===== src/cbu_pkg.sv =====
// Purpose: shared constants and types for the conditional branch unit
// Assumes: 16-bit word program counter, 7-bit signed branch offset
// Notes: flag positions follow the core status byte layout
package cbu_pkg;
	localparam int PC_W = 16;
	localparam int OFS_W = 7;
	localparam logic [PC_W-1:0] PC_RST = 16'h0000;
	localparam logic [PC_W-1:0] PC_STEP = 16'h0001;
	localparam logic [7:0] SREG_RST = 8'h00;
	// status byte bit positions
	localparam int FLAG_C = 0;
	localparam int FLAG_N = 2;
	localparam int FLAG_V = 3;
	localparam int FLAG_H = 5;
	localparam int FLAG_T = 6;

	// branch selector codes presented by the instruction decoder
	typedef enum logic [3:0] {
		CBU_NONE = 4'h0,
		CBU_CARRY_SET = 4'h1,
		CBU_CARRY_CLR = 4'h2,
		CBU_UNS_GE = 4'h3,
		CBU_UNS_LT = 4'h4,
		CBU_NEG = 4'h5,
		CBU_POS = 4'h6,
		CBU_SGN_GE = 4'h7,
		CBU_SGN_LT = 4'h8,
		CBU_HALF_SET = 4'h9,
		CBU_HALF_CLR = 4'hA,
		CBU_XFER_SET = 4'hB,
		CBU_XFER_CLR = 4'hC,
		CBU_OVF_SET = 4'hD
	} cbu_op_e;

	typedef enum logic [0:0] {
		CBU_RUN = 1'b0,
		CBU_FLUSH = 1'b1
	} cbu_state_e;

	typedef struct packed {
		cbu_op_e op;
		logic signed [OFS_W-1:0] offset;
	} cbu_req_s;

	typedef struct packed {
		cbu_state_e st;
		logic [PC_W-1:0] pc;
		logic taken;
		logic flush;
		logic busy;
		logic [7:0] sreg;
	} cbu_state_s;
endpackage : cbu_pkg


===== src/cbu_branch.sv =====
// Purpose: decode and execute relative conditional branches on status flags
// Assumes: decoder presents one branch per cycle with req_valid; sreg_in is live
// Notes: status flags pass through untouched
// Overview of operation
// RQ1: carry set branches when carry is one
// RQ2: carry clear branches when carry is zero
// RQ3: unsigned same-or-higher equals carry clear
// RQ4: unsigned lower equals carry set
// RQ5: negative branch when negative flag one
// RQ6: positive branch when negative flag zero
// RQ7: signed ge when n xor v zero
// RQ8: signed lt when n xor v one
// RQ9: half-carry set branch when h one
// RQ10: half-carry clear branch when h zero
// RQ11: transfer set branch when t one
// RQ12: transfer clear branch when t zero
// RQ13: branches never alter any status flag
// RQ14: each branch takes one or two cycles
// RQ15: not taken one cycle, taken two
// RQ16: overflow set branch when v one
`timescale 1ns/100ps
`default_nettype none
module cbu_branch (
	input wire logic mclk,
	input wire logic rst_n,
	input wire logic req_valid,
	input wire cbu_pkg::cbu_req_s req,
	input wire logic [7:0] sreg_in,
	output logic [cbu_pkg::PC_W-1:0] program_counter,
	output logic branch_taken,
	output logic flush_fetch,
	output logic busy,
	output logic [7:0] sreg_out
);
	cbu_pkg::cbu_state_s s_q;
	cbu_pkg::cbu_state_s s_d;
	logic cond;
	logic accept;
	logic [cbu_pkg::PC_W-1:0] ofs_ext;

	// sign-extend the word offset first so backward branches wrap the pc correctly
	assign ofs_ext = {{(cbu_pkg::PC_W-cbu_pkg::OFS_W){req.offset[cbu_pkg::OFS_W-1]}}, req.offset};

	always_comb begin
		logic c;
		logic n;
		logic v;
		logic h;
		logic t;
		c = sreg_in[cbu_pkg::FLAG_C];
		n = sreg_in[cbu_pkg::FLAG_N];
		v = sreg_in[cbu_pkg::FLAG_V];
		h = sreg_in[cbu_pkg::FLAG_H];
		t = sreg_in[cbu_pkg::FLAG_T];
		case (req.op)
			cbu_pkg::CBU_CARRY_SET: cond = c; // [RQ1]
			cbu_pkg::CBU_CARRY_CLR: cond = !c; // [RQ2]
			cbu_pkg::CBU_UNS_GE: cond = !c; // [RQ3]
			cbu_pkg::CBU_UNS_LT: cond = c; // [RQ4]
			cbu_pkg::CBU_NEG: cond = n; // [RQ5]
			cbu_pkg::CBU_POS: cond = !n; // [RQ6]
			cbu_pkg::CBU_SGN_GE: cond = !(n ^ v); // [RQ7]
			cbu_pkg::CBU_SGN_LT: cond = n ^ v; // [RQ8]
			cbu_pkg::CBU_HALF_SET: cond = h; // [RQ9]
			cbu_pkg::CBU_HALF_CLR: cond = !h; // [RQ10]
			cbu_pkg::CBU_XFER_SET: cond = t; // [RQ11]
			cbu_pkg::CBU_XFER_CLR: cond = !t; // [RQ12]
			cbu_pkg::CBU_OVF_SET: cond = v; // [RQ16]
			default: cond = 1'b0;
		endcase
	end

	// requests during the flush cycle are the discarded fetch and are ignored
	assign accept = req_valid && (s_q.st == cbu_pkg::CBU_RUN) && (req.op != cbu_pkg::CBU_NONE);

	always_comb begin
		s_d = s_q;
		s_d.taken = 1'b0;
		s_d.flush = 1'b0;
		s_d.busy = 1'b0;
		s_d.sreg = sreg_in; // [RQ13]
		case (s_q.st)
			cbu_pkg::CBU_RUN: begin
				if (accept && cond) begin
					// target is current pc plus sign-extended offset plus one
					s_d.pc = s_q.pc + ofs_ext + cbu_pkg::PC_STEP; // [RQ16]
					s_d.taken = 1'b1;
					s_d.flush = 1'b1;
					s_d.busy = 1'b1;
					s_d.st = cbu_pkg::CBU_FLUSH; // [RQ15]
				end else if (accept) begin
					s_d.pc = s_q.pc + cbu_pkg::PC_STEP; // [RQ14]
				end
			end
			cbu_pkg::CBU_FLUSH: begin
				s_d.st = cbu_pkg::CBU_RUN; // [RQ15]
			end
			default: s_d.st = cbu_pkg::CBU_RUN;
		endcase
	end

	always_ff @(posedge mclk or negedge rst_n) begin
		if (!rst_n) begin
			s_q <= '{st: cbu_pkg::CBU_RUN, pc: cbu_pkg::PC_RST, taken: 1'b0, flush: 1'b0,
				busy: 1'b0, sreg: cbu_pkg::SREG_RST};
		end else begin
			s_q <= s_d;
		end
	end

	assign program_counter = s_q.pc;
	assign branch_taken = s_q.taken;
	assign flush_fetch = s_q.flush;
	assign busy = s_q.busy;
	assign sreg_out = s_q.sreg;

	// timing of the taken and untaken paths
	taken_two_cyc_a: assert property (@(posedge mclk) disable iff (!rst_n) // [RQ15]
		(accept && cond)
			|=> (s_q.st == cbu_pkg::CBU_FLUSH) ##1 (s_q.st == cbu_pkg::CBU_RUN))
		else $error("taken branch not two cycles");

	fall_through_a: assert property (@(posedge mclk) disable iff (!rst_n) // [RQ14]
		(accept && !cond) |=> (program_counter == $past(program_counter) + cbu_pkg::PC_STEP)
			&& !branch_taken)
		else $error("untaken branch did not fall through");

	pc_hold_a: assert property (@(posedge mclk) disable iff (!rst_n) // [RQ14]
		!accept
			|=> program_counter == $past(program_counter))
		else $error("pc moved without a branch");

	// the word fetched behind a taken branch must not act, whatever it decodes to
	flush_drop_a: assert property (@(posedge mclk) disable iff (!rst_n) // [RQ15]
		(busy && req_valid)
			|=> !branch_taken && program_counter == $past(program_counter))
		else $error("request in flush cycle acted");

	flags_kept_a: assert property (@(posedge mclk) disable iff (!rst_n) // [RQ13]
		1'b1
			|=> (sreg_out == $past(sreg_in)))
		else $error("status flags altered");

	// per-condition decode against the live flags
	carry_set_a: assert property (@(posedge mclk) disable iff (!rst_n) // [RQ1]
		(accept && req.op == cbu_pkg::CBU_CARRY_SET)
			|=> branch_taken == $past(sreg_in[cbu_pkg::FLAG_C]))
		else $error("carry set branch wrong");

	carry_clr_a: assert property (@(posedge mclk) disable iff (!rst_n) // [RQ2]
		(accept && req.op == cbu_pkg::CBU_CARRY_CLR)
			|=> branch_taken == !$past(sreg_in[cbu_pkg::FLAG_C]))
		else $error("carry clear branch wrong");

	uns_ge_a: assert property (@(posedge mclk) disable iff (!rst_n) // [RQ3]
		(accept && req.op == cbu_pkg::CBU_UNS_GE)
			|=> branch_taken == !$past(sreg_in[cbu_pkg::FLAG_C]))
		else $error("unsigned ge branch wrong");

	uns_lt_a: assert property (@(posedge mclk) disable iff (!rst_n) // [RQ4]
		(accept && req.op == cbu_pkg::CBU_UNS_LT)
			|=> branch_taken == $past(sreg_in[cbu_pkg::FLAG_C]))
		else $error("unsigned lt branch wrong");

	neg_branch_a: assert property (@(posedge mclk) disable iff (!rst_n) // [RQ5]
		(accept && req.op == cbu_pkg::CBU_NEG)
			|=> branch_taken == $past(sreg_in[cbu_pkg::FLAG_N]))
		else $error("negative branch wrong");

	pos_branch_a: assert property (@(posedge mclk) disable iff (!rst_n) // [RQ6]
		(accept && req.op == cbu_pkg::CBU_POS)
			|=> branch_taken == !$past(sreg_in[cbu_pkg::FLAG_N]))
		else $error("positive branch wrong");

	signed_ge_a: assert property (@(posedge mclk) disable iff (!rst_n) // [RQ7]
		(accept && req.op == cbu_pkg::CBU_SGN_GE) |=> branch_taken
			== !($past(sreg_in[cbu_pkg::FLAG_N]) ^ $past(sreg_in[cbu_pkg::FLAG_V])))
		else $error("signed ge branch wrong");

	signed_lt_a: assert property (@(posedge mclk) disable iff (!rst_n) // [RQ8]
		(accept && req.op == cbu_pkg::CBU_SGN_LT) |=> branch_taken
			== ($past(sreg_in[cbu_pkg::FLAG_N]) ^ $past(sreg_in[cbu_pkg::FLAG_V])))
		else $error("signed lt branch wrong");

	half_set_a: assert property (@(posedge mclk) disable iff (!rst_n) // [RQ9]
		(accept && req.op == cbu_pkg::CBU_HALF_SET)
			|=> branch_taken == $past(sreg_in[cbu_pkg::FLAG_H]))
		else $error("half carry set branch wrong");

	half_clr_a: assert property (@(posedge mclk) disable iff (!rst_n) // [RQ10]
		(accept && req.op == cbu_pkg::CBU_HALF_CLR)
			|=> branch_taken == !$past(sreg_in[cbu_pkg::FLAG_H]))
		else $error("half carry clear branch wrong");

	xfer_set_a: assert property (@(posedge mclk) disable iff (!rst_n) // [RQ11]
		(accept && req.op == cbu_pkg::CBU_XFER_SET)
			|=> branch_taken == $past(sreg_in[cbu_pkg::FLAG_T]))
		else $error("transfer set branch wrong");

	xfer_clr_a: assert property (@(posedge mclk) disable iff (!rst_n) // [RQ12]
		(accept && req.op == cbu_pkg::CBU_XFER_CLR)
			|=> branch_taken == !$past(sreg_in[cbu_pkg::FLAG_T]))
		else $error("transfer clear branch wrong");

	ovf_set_a: assert property (@(posedge mclk) disable iff (!rst_n) // [RQ16]
		(accept && req.op == cbu_pkg::CBU_OVF_SET)
			|=> branch_taken == $past(sreg_in[cbu_pkg::FLAG_V]))
		else $error("overflow set branch wrong");

	// target arithmetic is checked with a signed cast, independent of ofs_ext
	target_calc_a: assert property (@(posedge mclk) disable iff (!rst_n) // [RQ16]
		(accept && cond) |=> program_counter == 16'($past(program_counter)
			+ 16'($signed($past(req.offset))) + cbu_pkg::PC_STEP))
		else $error("branch target wrong");

	flush_pair_a: assert property (@(posedge mclk) disable iff (!rst_n) // [RQ15]
		branch_taken
			|-> (flush_fetch && busy) ##1 (!busy && !branch_taken))
		else $error("taken branch flush not one cycle");

	taken_c: cover property (@(posedge mclk) disable iff (!rst_n) accept && cond);
	not_taken_c: cover property (@(posedge mclk) disable iff (!rst_n) accept && !cond);
	back_taken_c: cover property (@(posedge mclk) disable iff (!rst_n)
		(accept && cond && req.offset[cbu_pkg::OFS_W-1]));
	ovf_taken_c: cover property (@(posedge mclk) disable iff (!rst_n)
		(accept && cond && req.op == cbu_pkg::CBU_OVF_SET));
	refused_req_c: cover property (@(posedge mclk) disable iff (!rst_n)
		(busy && req_valid && req.op != cbu_pkg::CBU_NONE));
endmodule : cbu_branch
`default_nettype wire


===== config.mk =====
export PLATFORM = sky130hd
export DESIGN_NAME = cbu_branch
export DESIGN_NICKNAME = d
export VERILOG_FILES = /design/src/cbu_pkg.sv /design/src/cbu_branch.sv
export SDC_FILE = /design/constraint.sdc
export NUM_CORES = 1
export LEC_CHECK = 0
export BUFFER_PORTS_ARGS = -buffer_cell sky130_fd_sc_hd__buf_2
export CAP_MARGIN = 20
export CORE_ASPECT_RATIO = 0.75
export CORE_MARGIN = 2
export CORE_UTILIZATION = 54
export CTS_CLUSTER_SIZE = 16
export DETAILED_ROUTE_END_ITERATION = 8
export GPL_TIMING_DRIVEN = 0
export MAX_ROUTING_LAYER = met4
export PLACE_DENSITY = 0.8
export RECOVER_POWER = 100
export SYNTH_ARGS = -nofsm -noshare
export SYNTH_HDL_FRONTEND = slang
export SYNTH_SLANG_ARGS = --single-unit

===== constraint.sdc =====
create_clock -name mclk -period 3.28 [get_ports mclk]
set_input_delay 0.656 -clock mclk [delete_from_list [all_inputs] [get_ports mclk]]
set_output_delay 0.656 -clock mclk [all_outputs]
set_load 0.01 [all_outputs]

==> results.yml <==
critical_path:
  setup.worst_path.end_class: "flop"
  crit_path_max_incr_delay_ns: 0.42
  cp_cell_sequence: "clkbuf_1 -> ha_1 -> a21oi_1 -> o21ai_0 -> a31oi_1 -> o21ai_0 -> xor2_1 -> a211o_1 -> o2111ai_1"
  worst-setup-path-type: "input port to flop"
  critical-path-slowest-cell: "sky130_fd_sc_hd__a31oi_1"
  crit_required_ns: 3.46
  end_of_the_worst_register_to_register_path: "program_counter[12]"
  crit_path_max_fo: 10
  setup_slack_of_the_most_critical_reg_to_reg_path_ns: 0.51
  regToRegStartpoint: "program_counter[0]"
  critPathMostFrequentCell: "sky130_fd_sc_hd__o21ai_0"
  path_buf_inv: 1
  ff2ff_path_depth: 11
  critical-path-top-delay-family: "compound AO/OA/AOI/OAI gates"
  cp-start-kind: "input port"
  cp_data_arrival_time_ns: 2.95
flow_run:
  maxCapViolations: 0
placement:
  port-buffer-count: 47
  pre_cts_ws_ns: 0.261
  place_area_um2: 2330
  finalWeightedCongestion: 0.822
  hpwl_mm: 3.43
min_path:
  min_delay_worst_endpoint: "sreg_out[7]"
  critical_hold_path_startpoint: "sreg_in[7]"
  worst_hold_path_type: "input port to flop"
  hold-path-cell-count: 1
synthesis:
  postSynth.asyncResetShare: 1.00
  postSynthCellCount: 238
  netlist-cell-type-count: 52
  synth_common_cells: "sky130_fd_sc_hd__dfrtp_1 (25), sky130_fd_sc_hd__nand2_1 (25), sky130_fd_sc_hd__a21oi_1 (19)"
  synthesis.yosys.warnings: 0
  synth_area_leader_cell: "sky130_fd_sc_hd__dfrtp_1"
  postSynthRegisterBits: 25
  mappedNetlistNets: 277
  dominantRegCellSynth: "sky130_fd_sc_hd__dfrtp_1"
  yosysTopAreaCellShare: 0.308
  netlist_top_cells_area: "sky130_fd_sc_hd__dfrtp_1 (31%), sky130_fd_sc_hd__ha_1 (9.8%), sky130_fd_sc_hd__xnor2_1 (4.7%)"
  synth.yosys.seq_area_share: 0.308
  synth_enable_flop_cells: 0
  post_synth.cell_area_avg_um2: 8.55
  netlist_area_um2: 2030
floorplanning:
  placementRows: 19
  die_outline_height_um: 57.2
  io_pins: 49
  chipWidth_um: 74.9
  start_util: 0.559
  coreArea_um2: 3640
  fp.dieArea_um2: 4280
timing:
  setup-violations-final: 0
  max-slew-margin-rel: 0.116
  max_freq_mhz: 361
  setup_ws_ns: 0.507
  whs_ns: 0.489
  final_period_minus_worst_setup_slack_ns: 2.77
  final.setup.tns_ns: 0
  timing.final.max_slew_violations: 0
  rsz0062_at_grt: "false"
  timing.final.hold_violations: 0
  worst-slew-pin-transition_ns: 1.33
  timing.clock.skew_ns: 0.00251
  final_min_period_over_clock_period: 0.846
cells_and_area:
  final_layout_size_suffix_gt1_frac: 0.0934
  finalCoreUtilization: 0.637
  layout.nets: 329
  area_delta_synth_final_pct: 13.9
  finish.instance_area_um2: 2320
  diodes: 0
status:
  run_status: "completed"
routing:
  route.met2.wl_mm: 2.04
  firstDrtPassIters: 4
  antenna_violating_nets_post_route: 0
  drt_drc_violations_left: 0
  detail_route.vias_per_cell: 5.60
  met1Wirelength_mm: 2.30
  detailed_route_wire_length_per_cell_um: 13.4
  wl_met3_um: 199
  vias: 1910
  total_wire_length_after_detailed_routing_mm: 4.56
  drt-initial-drc-count: 156
  maxUsedRoutingLayer: "met4"
global_routing:
  grt_usage: 0.236
  grt_start_max_net_pins: 26
  grt_pass1_vias: 1695
  gr-total-overflow: 0
  wire_length_of_the_first_global_routing_pass_mm: 7.77
  antenna_found_initial: 0
pwr:
  p_leak_nw: 0.972
  ir_drop_mv: 0.506
  power_per_cell_area_nw_per_um2: 811
cts:
  path_clk_slew_ns: 0.09
  clockBufferDepth: 2
  cts-hold-fix-buffers: 0
  clk-insertion-delay-late_ns: 0.27
  tritoncts_num_sinks: 25
  cts.repair.resized: 0
  cts_tree: "yes"
  clock_tree.root_cell: "sky130_fd_sc_hd__clkbuf_8"
  postCtsSetupBuffers: 0
  h-tree-depth: 1
  cts_buffers: 3
## state kept, by name (all words and copies together), names as in the netlist
register and flops:
sreg_out 8, program_counter 16, busy 1
## cell families after synthesis
family	after synthesis	share of synthesized area
flops	25	0.308
mux	4	0.0197
xor+xnor	22	0.0947
buf+inv	18	0.0449
simple gates	87	0.224
compound gates	65	0.200
fa+ha+maj	17	0.108
## placed cells by master, fill, tap and decap left out, types with 3 or more instances in the layout
cell                        n
sky130_fd_sc_hd__nor2_1    15
sky130_fd_sc_hd__xor2_1    11
sky130_fd_sc_hd__buf_2     16
sky130_fd_sc_hd__clkbuf_8   3
sky130_fd_sc_hd__ha_1      16
sky130_fd_sc_hd__nor2b_1    6
sky130_fd_sc_hd__nand2b_1   3
sky130_fd_sc_hd__mux2i_1    4
sky130_fd_sc_hd__nand2_1   26
sky130_fd_sc_hd__inv_1      8
sky130_fd_sc_hd__nor3_1     4
sky130_fd_sc_hd__or4_1      3
sky130_fd_sc_hd__o21ai_0   17
sky130_fd_sc_hd__nand4_1    6
sky130_fd_sc_hd__dfrtp_1   25
sky130_fd_sc_hd__xnor2_1   11
sky130_fd_sc_hd__a21oi_1   20
sky130_fd_sc_hd__a21o_1     3
sky130_fd_sc_hd__o211ai_1   4
sky130_fd_sc_hd__a211oi_1   6
sky130_fd_sc_hd__clkbuf_1  40
sky130_fd_sc_hd__nand3_1    8
## routing by layer
metal / vias up / global-route usage
met3: 4 / 0.0371
met2: 52 / 0.355
met5: - / -
met4: 0 / 0.0255
li1: 975 / -
met1: 879 / 0.348
## area by class of cell
| cell class | count | area, µm² |
|---|---|---|
| Buffer | 10 | 46.3 |
| Multi-Input combinational cell | 195 | 1310 |
| Timing Repair Buffer | 47 | 195 |
| Inverter | 8 | 30.0 |
| Tap cell | 52 | 65.1 |
| Clock buffer | 4 | 45.0 |
| Sequential cell | 25 | 626 |
| Fill cell | 344 | 1320 |
## where the power goes
group,leakage (nW),switching [mW],internal (mW)
logic,0.655,0.635,0.492
registers,0.294,0.161,0.409
clock network,0.0228,0.0951,0.0869
## through the flow
step | power, mW | instances
2_1_floorplan | 1.41 | 238
3_3_place_gp | 1.69 | 337
3_5_place_dp | 1.72 | 337
4_1_cts | 1.91 | 341
5_1_grt | 2.07 | 341
6_report | 1.88 | 341
## how the worst max path moves through the flow
stage	from	to	depth (start not counted)
2_1_floorplan	req[0]	program_counter[12]	11
3_3_place_gp	req[0]	program_counter[12]	12
3_5_place_dp	req[0]	program_counter[12]	12
4_1_cts	program_counter[0]	program_counter[12]	11
5_1_grt	req[6]	program_counter[15]	9
6_report	req[6]	program_counter[15]	9
(Power assumes the default switching activity.)
